$ cat config.mk
export PLATFORM = sky130hd
export DESIGN_NAME = bats_scaler
export DESIGN_NICKNAME = d
export VERILOG_FILES = /design/src/bats_pkg.sv /design/src/bats_scaler.sv
export SDC_FILE = /design/constraint.sdc
export NUM_CORES = 1
export LEC_CHECK = 0
export BUFFER_PORTS_ARGS = -buffer_cell sky130_fd_sc_hd__buf_2
export CAP_MARGIN = 40
export CELL_PAD_IN_SITES_DETAIL_PLACEMENT = 1
export CELL_PAD_IN_SITES_GLOBAL_PLACEMENT = 2
export CORE_ASPECT_RATIO = 0.7
export CORE_UTILIZATION = 38
export DETAILED_ROUTE_END_ITERATION = 6
export PLACE_DENSITY_LB_ADDON = 0.3
export SLEW_MARGIN = 25
export SYNTH_ARGS = -nofsm -noshare
export SYNTH_HDL_FRONTEND = slang
export SYNTH_SLANG_ARGS = --single-unit
$ cat constraint.sdc
create_clock -name clk -period 125.8 [get_ports clk]
set_clock_uncertainty 0.1 [all_clocks]
set_input_delay 18.87 -clock clk [delete_from_list [all_inputs] [get_ports clk]]
set_output_delay 18.87 -clock clk [all_outputs]
set_load 0.01 [all_outputs]
$ cat src/bats_pkg.sv
// Purpose: shared constants for the beam array analog teach scaler
// Assumes: 40 MHz system clock, millisecond tick for all slow timing
// Notes: counts above 4096 cycles are re-exposed as top parameters
package bats_pkg;
   // ***************************************************
   // clock and timing
   // ***************************************************
   localparam int CLK_HZ = 40_000_000;
   localparam int TICK_US = 1000;          // one timing tick, in us
   localparam int TICK_CYC = CLK_HZ / 1_000_000 * TICK_US;
   localparam int LONG_HOLD_MS = 5000;     // long teach hold
   localparam int FLASH_PERIOD_MS = 3000;  // indicator pattern period
   localparam int FLASH_ON_MS = 250;       // one flash half, on or off
   localparam int DEBOUNCE_MS = 20;        // teach input settle time
   localparam int MS_W = 13;               // holds up to 8191 ms

   // ***************************************************
   // config_switch_bank bit positions
   // ***************************************************
   localparam int SW_VOLT = 0;     // 1: voltage output
   localparam int SW_SIZE = 1;     // 1: size mode, 0: position mode
   localparam int SW_REMOTE = 2;   // 1: remote teach enabled
   localparam int SW_DEFAULT = 7;  // 1: restore defaults at power-up

   // flash counts per period for each teach step
   localparam logic [1:0] FLASH_N_MIN = 2'h1;
   localparam logic [1:0] FLASH_N_MAX = 2'h2;
   localparam logic [1:0] FLASH_N_END = 2'h3;

   // ***************************************************
   // teach sequence states
   // ***************************************************
   typedef enum logic [3:0] {
      ST_RUN = 4'h1,
      ST_MIN = 4'h2,
      ST_MAX = 4'h4,
      ST_END = 4'h8
   } bats_state_t;
endpackage : bats_pkg

$ cat src/bats_scaler.sv
// Purpose: map interrupted beams to an analog level with teach control
// Assumes: beam inputs are synchronous; nv storage is outside, via ports
// Notes: power loss is modelled by rst_n; teach state is never kept
`timescale 1ns/1ps
module bats_scaler #(
   parameter int N_BEAMS = 64,
   parameter int BW = 8,
   parameter int CODE_W = 12,
   parameter int TICK_CYC = bats_pkg::TICK_CYC
) (
   input wire logic clk,                       // 40 MHz system clock
   input wire logic rst_n,                     // power-on reset
   input wire logic [N_BEAMS-1:0] beams_blocked, // 1: beam interrupted
   input wire logic [BW-1:0] array_len,        // beams in attached array
   input wire logic teach_button,              // 1: button pressed
   input wire logic remote_teach_in,           // 1: remote input on
   input wire logic [7:0] config_switch_bank,  // switch bank levels
   input wire logic [BW-1:0] nv_min_in,        // stored minimum reference
   input wire logic [BW-1:0] nv_max_in,        // stored maximum reference
   input wire logic [BW-1:0] nv_len_in,        // stored array length
   output logic [CODE_W-1:0] analog_code,      // 0: 4 mA/0 V, max: 20/10
   output logic analog_voltage_sel,            // 1: voltage output
   output logic out_interrupted_n,             // 0: beam cut (position mode: only inside taught min..max)
   output logic teach_indicator,               // indicator led
   output logic teach_last_step,               // steady: last teach step
   output logic nv_wr,                         // one-cycle store pulse
   output logic [BW-1:0] nv_min_out,           // reference to store
   output logic [BW-1:0] nv_max_out,           // reference to store
   output logic [BW-1:0] nv_len_out            // length to store
);
   localparam int TW = $clog2(TICK_CYC + 1);
   localparam logic [CODE_W-1:0] CODE_MAX = '1;

   if (N_BEAMS < 2 || N_BEAMS >= (1 << BW) || TICK_CYC < 2) begin : g_chk
      $error("bats_scaler: parameters out of range");
   end

   // ***************************************************
   // helper functions
   // ***************************************************
   // position: highest blocked beam number; size: count of blocked beams
   function automatic logic [BW-1:0] beam_value(
         input logic [N_BEAMS-1:0] b, input logic size);
      logic [BW-1:0] v;
      v = '0;
      for (int i = 0; i < N_BEAMS; i++) begin
         if (b[i]) begin
            v = size ? BW'(v + 1'b1) : BW'(i + 1);
         end
      end
      return v;
   endfunction : beam_value

   // linear scale of val between mn and mx; mn > mx gives falling slope
   function automatic logic [CODE_W-1:0] scale(
         input logic [BW-1:0] val, input logic [BW-1:0] mn,
         input logic [BW-1:0] mx);
      logic signed [BW+1:0] num;
      logic signed [BW+1:0] den;
      logic signed [BW+CODE_W+2:0] q;
      num = $signed({2'b00, val}) - $signed({2'b00, mn});
      den = $signed({2'b00, mx}) - $signed({2'b00, mn});
      q = '0;
      if (den != '0) begin
         q = (num * $signed({1'b0, CODE_MAX})) / den;
      end
      if (q <= 0) begin
         return '0;
      end else if (q >= $signed({{(BW+3){1'b0}}, CODE_MAX})) begin
         return CODE_MAX;
      end
      return q[CODE_W-1:0];
   endfunction : scale

   // any blocked beam whose number lies within lo..hi
   function automatic logic in_range(input logic [N_BEAMS-1:0] b,
         input logic [BW-1:0] lo, input logic [BW-1:0] hi);
      logic hit;
      hit = 1'b0;
      for (int i = 0; i < N_BEAMS; i++) begin
         if (b[i] && BW'(i + 1) >= lo && BW'(i + 1) <= hi) begin
            hit = 1'b1;
         end
      end
      return hit;
   endfunction : in_range

   // ***************************************************
   // teach input timing
   // ***************************************************
   logic [TW-1:0] tick_cnt_reg, tick_cnt_next;
   logic [bats_pkg::MS_W-1:0] db_cnt_reg, db_cnt_next;
   logic [bats_pkg::MS_W-1:0] hold_reg, hold_next;
   logic db_reg, db_next;
   logic remote_en_reg;
   logic tick, raw, long_ev, short_ev;

   // ms divider, debounce, and brief/long classification
   always_comb begin
      tick = (tick_cnt_reg == TW'(TICK_CYC - 1));
      tick_cnt_next = tick ? '0 : TW'(tick_cnt_reg + 1'b1);
      raw = teach_button | (remote_en_reg & remote_teach_in);
      db_next = db_reg;
      db_cnt_next = db_cnt_reg;
      if (raw == db_reg) begin
         db_cnt_next = '0;
      end else if (tick) begin
         if (db_cnt_reg == bats_pkg::MS_W'(bats_pkg::DEBOUNCE_MS - 1)) begin
            db_next = raw;
            db_cnt_next = '0;
         end else begin
            db_cnt_next = db_cnt_reg + 1'b1;
         end
      end
      hold_next = hold_reg;
      if (!db_reg) begin
         hold_next = '0;
      end else if (tick &&
            hold_reg != bats_pkg::MS_W'(bats_pkg::LONG_HOLD_MS)) begin
         hold_next = hold_reg + 1'b1;
      end
      // long fires once while held, so the led answers before release
      long_ev = db_reg && tick &&
         hold_reg == bats_pkg::MS_W'(bats_pkg::LONG_HOLD_MS - 1);
      short_ev = db_reg && !db_next &&
         hold_reg != bats_pkg::MS_W'(bats_pkg::LONG_HOLD_MS);
   end

   // timing registers
   always_ff @(posedge clk or negedge rst_n) begin
      if (!rst_n) begin
         tick_cnt_reg <= '0;
         db_cnt_reg <= '0;
         hold_reg <= '0;
         db_reg <= 1'b0;
      end else begin
         tick_cnt_reg <= tick_cnt_next;
         db_cnt_reg <= db_cnt_next;
         hold_reg <= hold_next;
         db_reg <= db_next;
      end
   end

   // ***************************************************
   // boot, teach sequence, scaling and outputs
   // ***************************************************
   bats_pkg::bats_state_t st_reg, st_next;
   logic booted_reg, booted_next;
   logic volt_reg, volt_next, size_reg, size_next, remote_en_next;
   logic [BW-1:0] len_reg, len_next;
   logic [BW-1:0] act_min_reg, act_min_next, act_max_reg, act_max_next;
   logic [BW-1:0] ses_min_reg, ses_min_next, ses_max_reg, ses_max_next;
   logic [bats_pkg::MS_W-1:0] ph_reg, ph_next;
   logic [CODE_W-1:0] code_reg, code_next;
   logic int_n_reg, int_n_next, led_reg, led_next;
   logic last_reg, last_next, wr_reg, wr_next;
   logic [BW-1:0] use_min, use_max, val, lo, hi;
   logic [1:0] nflash;
   logic [bats_pkg::MS_W-1:0] slot;

   always_comb begin
      st_next = st_reg;
      booted_next = 1'b1;
      volt_next = volt_reg;
      size_next = size_reg;
      remote_en_next = remote_en_reg;
      len_next = len_reg;
      act_min_next = act_min_reg;
      act_max_next = act_max_reg;
      ses_min_next = ses_min_reg;
      ses_max_next = ses_max_reg;
      wr_next = 1'b0;
      // switches are caught once after power-up and then held
      if (!booted_reg) begin
         volt_next = config_switch_bank[bats_pkg::SW_VOLT];
         size_next = config_switch_bank[bats_pkg::SW_SIZE];
         remote_en_next = config_switch_bank[bats_pkg::SW_REMOTE];
         len_next = array_len;
         if (config_switch_bank[bats_pkg::SW_DEFAULT] ||
               nv_len_in != array_len) begin
            act_min_next = '0;
            act_max_next = array_len;
            wr_next = 1'b1;
         end else begin
            act_min_next = nv_min_in;
            act_max_next = nv_max_in;
         end
      end else if (array_len != len_reg) begin
         // a swapped array cancels teach and rescales to its length
         len_next = array_len;
         act_min_next = '0;
         act_max_next = array_len;
         wr_next = 1'b1;
         st_next = bats_pkg::ST_RUN;
      end else begin
         case (st_reg)
            bats_pkg::ST_RUN: begin
               if (long_ev) begin
                  st_next = bats_pkg::ST_MIN;
                  ses_min_next = act_min_reg;
                  ses_max_next = act_max_reg;
               end
            end
            bats_pkg::ST_MIN: begin
               if (short_ev) begin
                  ses_min_next = beam_value(beams_blocked, size_reg);
                  st_next = bats_pkg::ST_MAX;
               end
            end
            bats_pkg::ST_MAX: begin
               if (short_ev) begin
                  ses_max_next = beam_value(beams_blocked, size_reg);
                  st_next = bats_pkg::ST_END;
               end
            end
            bats_pkg::ST_END: begin
               if (long_ev) begin
                  act_min_next = ses_min_reg;
                  act_max_next = ses_max_reg;
                  wr_next = 1'b1;
                  st_next = bats_pkg::ST_RUN;
               end else if (short_ev) begin
                  st_next = bats_pkg::ST_RUN;
               end
            end
            default: st_next = bats_pkg::ST_RUN;
         endcase
      end

      // flash pattern: n flashes at the start of each period
      case (st_reg)
         bats_pkg::ST_MIN: nflash = bats_pkg::FLASH_N_MIN;
         bats_pkg::ST_MAX: nflash = bats_pkg::FLASH_N_MAX;
         bats_pkg::ST_END: nflash = bats_pkg::FLASH_N_END;
         default: nflash = 2'h0;
      endcase
      ph_next = ph_reg;
      if (st_next != st_reg || nflash == 2'h0) begin
         ph_next = '0;
      end else if (tick) begin
         ph_next = (ph_reg ==
            bats_pkg::MS_W'(bats_pkg::FLASH_PERIOD_MS - 1)) ? '0 :
            ph_reg + 1'b1;
      end
      slot = ph_reg / bats_pkg::MS_W'(bats_pkg::FLASH_ON_MS);
      led_next = !slot[0] &&
         slot < bats_pkg::MS_W'({nflash, 1'b0});
      last_next = (st_next == bats_pkg::ST_END);

      // live scaling with session refs while teaching
      use_min = (st_reg == bats_pkg::ST_RUN) ? act_min_reg : ses_min_reg;
      use_max = (st_reg == bats_pkg::ST_RUN) ? act_max_reg : ses_max_reg;
      val = beam_value(beams_blocked, size_reg);
      code_next = booted_reg ? scale(val, use_min, use_max) : '0;
      lo = (use_min < use_max) ? use_min : use_max;
      hi = (use_min < use_max) ? use_max : use_min;
      if (!booted_reg) begin
         int_n_next = 1'b1;
      end else if (size_reg) begin
         int_n_next = !(|beams_blocked);
      end else begin
         int_n_next = !in_range(beams_blocked, lo, hi);
      end
   end

   // control and output registers; reset also aborts any teach
   always_ff @(posedge clk or negedge rst_n) begin
      if (!rst_n) begin
         st_reg <= bats_pkg::ST_RUN;
         booted_reg <= 1'b0;
         volt_reg <= 1'b0;
         size_reg <= 1'b0;
         remote_en_reg <= 1'b0;
         len_reg <= '0;
         act_min_reg <= '0;
         act_max_reg <= '0;
         ses_min_reg <= '0;
         ses_max_reg <= '0;
         ph_reg <= '0;
         code_reg <= '0;
         int_n_reg <= 1'b1;
         led_reg <= 1'b0;
         last_reg <= 1'b0;
         wr_reg <= 1'b0;
      end else begin
         st_reg <= st_next;
         booted_reg <= booted_next;
         volt_reg <= volt_next;
         size_reg <= size_next;
         remote_en_reg <= remote_en_next;
         len_reg <= len_next;
         act_min_reg <= act_min_next;
         act_max_reg <= act_max_next;
         ses_min_reg <= ses_min_next;
         ses_max_reg <= ses_max_next;
         ph_reg <= ph_next;
         code_reg <= code_next;
         int_n_reg <= int_n_next;
         led_reg <= led_next;
         last_reg <= last_next;
         wr_reg <= wr_next;
      end
   end

   // outputs straight from registers
   assign analog_code = code_reg;
   assign analog_voltage_sel = volt_reg;
   assign out_interrupted_n = int_n_reg;
   assign teach_indicator = led_reg;
   assign teach_last_step = last_reg;
   assign nv_wr = wr_reg;
   assign nv_min_out = act_min_reg;
   assign nv_max_out = act_max_reg;
   assign nv_len_out = len_reg;
endmodule : bats_scaler

# == Word-level counts from Yosys, hierarchy flattened ==
# Index checks and enable logic that the tools add are counted.
# totals
regBits,120
input_bits,108
out_inout_bits,41
# op_classes
addsub,195
multipliers,1
n_div,2
order_cmp,132
eq_ne,21
n_mux,1005
n_bitwise,3
reduce_logical,150
# op_table
operator,count
$mux 8,901
$add 8x1->8 const B,189
$ge 6x8->1 const A,32
$le 6x8->1 const A,32
$logic_and 1x1->1,134
$ge 5x8->1 const A,16
$le 5x8->1 const A,16
$mux 13,8
$mux 1,79
$ge 4x8->1 const A,8
$le 4x8->1 const A,8
$reduce_or 64->1,1
$mux 12,4
$add 13x1->13 const B,3
$ge 3x8->1 const A,4
$le 3x8->1 const A,4
$pmux 8 s2,2
$mux 4,7
$div 23x23->23,1
$ge 23x13->1 const B,1
$le 23x1->1 const B,1
$mux 23,1
$mul 9x13->22 const B,1
$sub 8x8->9,2
39 further kinds,54

# == Logic depth before layout (Yosys ltp) ==
# depth
word_depth,451
ltp_mapped,603
mapped_depth_nobuf,550

# == Worst setup path before layout ==
# OpenSTA, ideal clock, no wires.
# synth_timing
path_kind,input to register
from,input port beams_blocked[1]
to,register code_reg[11] (netlist: analog_code[11])
setup_time_ps,137
t_arrival_ps,118529
slack_ps,7034
stages,552
n_path_buf,27
path_cell_list,buf_4 -> xnor2_1 -> o21ai_0 -> nand2_1 -> ha_1 -> nand2_1 -> a21oi_1 -> ha_1 -> nand2_1 -> o21ai_0 -> a22o_1 -> ha_1 -> o22a_1 -> ha_1 -> nor2b_1 -> o21ai_0 -> o31a_1 -> nor2_1 -> [516 not listed] -> a21oi_1 -> o21ai_0 -> a21o_1 -> a21oi_1 -> inv_1 -> a21oi_1 -> ha_1 -> and3_1 -> clkbuf_1 -> nand2_1 -> nor3_1 -> nand4_1 -> nand2_1 -> xnor2_1 -> or4b_2 -> nor4_1 -> clkbuf_1 -> a21oi_1
# synth_between
elab_chain_cells,196
word_cells_on_any_way,198
cone_classes,add/sub: 63; mul: 1; div: 1; order compare: 2; mux: 131
# synth_lines
element,line,rtl
start: declaration,bats_scaler.sv:13,"input wire logic [N_BEAMS-1:0] beams_blocked,"
$mux 8 (*),bats_scaler.sv:47,if (b[i]) begin
$add 8x1->8,bats_scaler.sv:48,v = size ? BW'(v + 1'b1) : BW'(i + 1);
$mux 8,bats_scaler.sv:48,
$mux 8 (*),bats_scaler.sv:47,
$add 8x1->8,bats_scaler.sv:48,
$mux 8,bats_scaler.sv:48,
$mux 8 (*),bats_scaler.sv:47,
$add 8x1->8,bats_scaler.sv:48,
[181 not listed],n/a,
$div 23x23->23 (*),bats_scaler.sv:65,"q = (num * $signed({1'b0, CODE_MAX})) / den;"
$mux 23 (*),bats_scaler.sv:64,if (den != '0) begin
$ge 23x13->1,bats_scaler.sv:69,"end else if (q >= $signed({{(BW+3){1'b0}}, CODE_MAX})) begin"
$mux 1,bats_scaler.sv:69,
$mux 1,bats_scaler.sv:67,if (q <= 0) begin
$mux 12 (*),bats_scaler.sv:72,return q[CODE_W-1:0];
$mux 12 (*),bats_scaler.sv:254,"code_next = booted_reg ? scale(val, use_min, use_max) : '0;"
named net code_next[11],bats_scaler.sv:154,"logic [CODE_W-1:0] code_reg, code_next;"
end signal: assignment,bats_scaler.sv:297,code_reg <= code_next;
end: declaration,bats_scaler.sv:154,
# Mark *: on every way through the listed nets, which the timed path passes. The rest lies on a longest branch.
# A chain may end at the register's enable or synchronous reset.

# == Worst setup path in the final report ==
# layout_timing
from,input port beams_blocked[0]
to,register code_reg[6] (netlist: analog_code[6])
# layout_between
elab_chain_cells,199
word_cells_on_any_way,201
cone_classes,add/sub: 64; mul: 1; div: 1; order compare: 2; mux: 133
# layout_lines
element,line
$mux 1 (*),bats_scaler.sv:47
$add 8x1->8,bats_scaler.sv:48
$mux 8,bats_scaler.sv:48
$mux 8 (*),bats_scaler.sv:47
$add 8x1->8,bats_scaler.sv:48
$mux 8,bats_scaler.sv:48
$mux 8 (*),bats_scaler.sv:47
$add 8x1->8,bats_scaler.sv:48
[184 not listed],n/a
$div 23x23->23 (*),bats_scaler.sv:65
$mux 23 (*),bats_scaler.sv:64
$ge 23x13->1,bats_scaler.sv:69
$mux 1,bats_scaler.sv:69
$mux 1,bats_scaler.sv:67
$mux 12 (*),bats_scaler.sv:72
$mux 12 (*),bats_scaler.sv:254
named net code_next[6],bats_scaler.sv:154
# Marks and branches as above.

==> results.yml <==
die:
  start_util: 0.384
  core.rowCount: 100
  io_pins: 149
  dieArea_sq_um: 109000
  die_w_um: 394
  core_area_sq_um: 106000
  die_h_um: 276
synth:
  ys_seq_area_frac: 0.0736
  synth-edff-count: 0
  synth.top_cells.by_count: "nand2_1, nor2_1, ha_1, o21ai_0, a21oi_1"
  synth_ff_type: "dfrtp_1"
  synth_top_area_share: 0.125
  synthesis.instances: 5886
  postSynth.asyncResetShare: 1.00
  syn-cell-area_sq_um: 40800
  ys_seq_elements: 120
  synth_area_per_cell_sq_um: 6.94
  synth.most_common_cell: "nand2_1"
  yosysWarnings: 0
  synth_cell_types: 143
  yosysTopAreaCell: "ha_1"
  synth_area_leaders: "ha_1, dfrtp_1, nand2_1, nor2_1, o21ai_0"
sta:
  fin_setup_tns_ns: 0
  max_freq_mhz: 8.39
  slew_headroom: 0.389
  fin_crit_sh: 0.947
  setup_viol: 0
  maxSlewViolCount: 0
  period_minus_slack_ns: 119.16
  worst_slew_pin_slew_ns: 0.913
  finalHoldViolCount: 0
clock_tree:
  htree_levels: 4
  cts_sinks: 120
  cts_buffer_depth: 2
  cts_root_buf: "clkbuf_16"
  path_clk_slew_ns: 0.07
  cts-buffers-inserted: 17
  cts_tree: "yes"
  clk_latency_ns: 0.44
detailed_routing:
  ant_nets: 0
  drc: 0
  first_pass_iters: 6
  avgViaCountPerCell: 6.07
  wl_per_cell_um: 20.4
  drtIter0Drc: 3004
  vias: 45505
  drt_wl_total_um: 153000
min_path:
  worstHoldPathCells: 1
  hold_class: "flip-flop to flip-flop"
worst_setup_path:
  worstPathRequired_ns: 126.02
  r2r_cells: 539
  crit_slowest_cell: "or4b_2"
  crit_path_end_kind: "flip-flop"
  crit_type: "input port to flip-flop"
  start_kind: "input port"
  critPathArrivalTime_ns: 119.38
  cp.depth: 539
  cp_top_family: "compound AO/OA/AOI/OAI gates"
  crit_path_frequent_cell: "o21a_1"
  slowest_delay_ns: 0.66
  critPathMaxFanout: 30
  path_buf_inv: 45
grt:
  grt_max_degree: 113
  gr-total-overflow: 0
  first_global_vias: 44122
  grt_pass1_wl_um: 243000
  grt_usage: 0.268
  grt_antenna_before_repair: 17
placement:
  post-place-cells: 7409
  dpl.hpwl_um: 123000
  place_congestion: 0.926
  io_buffers: 144
job:
  cap_violations: 0
status:
  status: "finished clean"
final_layout:
  final_util: 0.424
  final_cells: 7502
  drive_gt1_frac: 0.120
  syn2layout_area_growth_pct: 10.5
  largest_register_ffs: 16
  nNetsFinal: 6591
[path summary, 6_finish.rpt]
kind	from	to	slack (ns)
max	beams_blocked[0]	analog_code[6]	6.64
min	tick_cnt_reg[0]	tick_cnt_reg[0]	0.39
max reg2reg	size_reg	analog_code[6]	24.00
min reg2reg	tick_cnt_reg[0]	tick_cnt_reg[0]	0.39
max in group asynchronous	rst_n	analog_code[1]	106.18
min in group asynchronous	rst_n	nv_wr	18.26
[per-layer routing]
| metal | vias to the layer above | routed length [um] | global-route usage |
|---|---|---|---|
| li1 | 22112 | - | - |
| met1 | 22359 | 81100 | 0.419 |
| met2 | 928 | 64000 | 0.399 |
| met3 | 104 | 6170 | 0.0186 |
| met4 | 2 | 1830 | 0.0437 |
| met5 | - | 13 | 0 |
[layout by cell type (no fill, tap or decap), types with 38 or more instances in the layout]
master    count
o31ai_1     113
mux2i_1     129
or3_1        54
nand2b_1     50
a21oi_1     353
ha_1        406
o211ai_1     51
or2_2        42
xnor2_1     215
and2_1       70
xor2_1      137
conb_1      108
a31oi_1      62
nor4_1       58
a21o_1       86
a211oi_1     43
nand2_1     645
a21oi_2      38
and3_1       83
buf_2       146
o21a_1      191
mux2_2       86
nor2_1      578
inv_1       221
nor2b_1      71
nand3_1     163
dfrtp_1     117
buf_4       155
nor3_1      284
nand4_1      94
o21ai_0     386
[metrics by stage]
stage / cell area (sq um) / setup WS [ns] / hold slack [ns]
finish: 45100 / 6.64 / 0.391
global route: 45100 / -0.398 / 0.408
CTS: 44100 / 0.138 / 0.392
detailed placement: 43500 / -1.52 / 0.374
global placement: 43400 / 1.26 / 0.367
floorplan: 41200 / 7.03 / 0.347
[cell type report]
| cell class | instances | area, sq um |
|---|---|---|
| Inverter | 229 | 862 |
| Clock inverter | 15 | 158 |
| Multi-Input combinational cell | 5357 | 36700 |
| Antenna cell | 13 | 32.5 |
| Clock buffer | 17 | 425 |
| Tap cell | 1428 | 1790 |
| Sequential cell | 120 | 3010 |
| Fill cell | 13735 | 61300 |
| Timing Repair Buffer | 323 | 2150 |
[cells by family (layout without fill, tap and decap cells)]
group                    Yosys count  in the layout  synth area share
AO/OA/AOI/OAI                   1820           1820             0.302
XOR/XNOR                         374            374            0.0832
adder cells (fa/ha/maj)          441            441             0.140
buffers and inverters            515            584            0.0557
flip-flops                       120            120            0.0736
multiplexers                     228            228            0.0597
other                              2            121          0.000184
AND/OR/NAND/NOR                 2386           2386             0.286
[worst register-to-register path, delay by kind of cell (launching register included)]
| kind | cells | cell delay [ns] |
|---|---|---|
| AND/OR/NAND/NOR | 120 | 16.90 |
| flip-flops | 1 | 0.64 |
| buffers and inverters | 45 | 5.30 |
| adder cells (fa/ha/maj) | 72 | 22.55 |
| XOR/XNOR | 8 | 1.63 |
| AO/OA/AOI/OAI | 275 | 49.18 |
| multiplexers | 19 | 5.51 |
[timing repair]
item | 4_1_cts | 5_1_grt
gates cloned | 0 | 1
setup endpoints to repair | 12 | 12
gates resized for setup | 9 | 164
pin swaps | 1 | 29
setup buffers | 1 | 37
hold buffers | 0 | 0
Power is left out: the tool's default activity adds up to more than one toggle a clock period on the data nets, which glitch-free logic cannot reach.
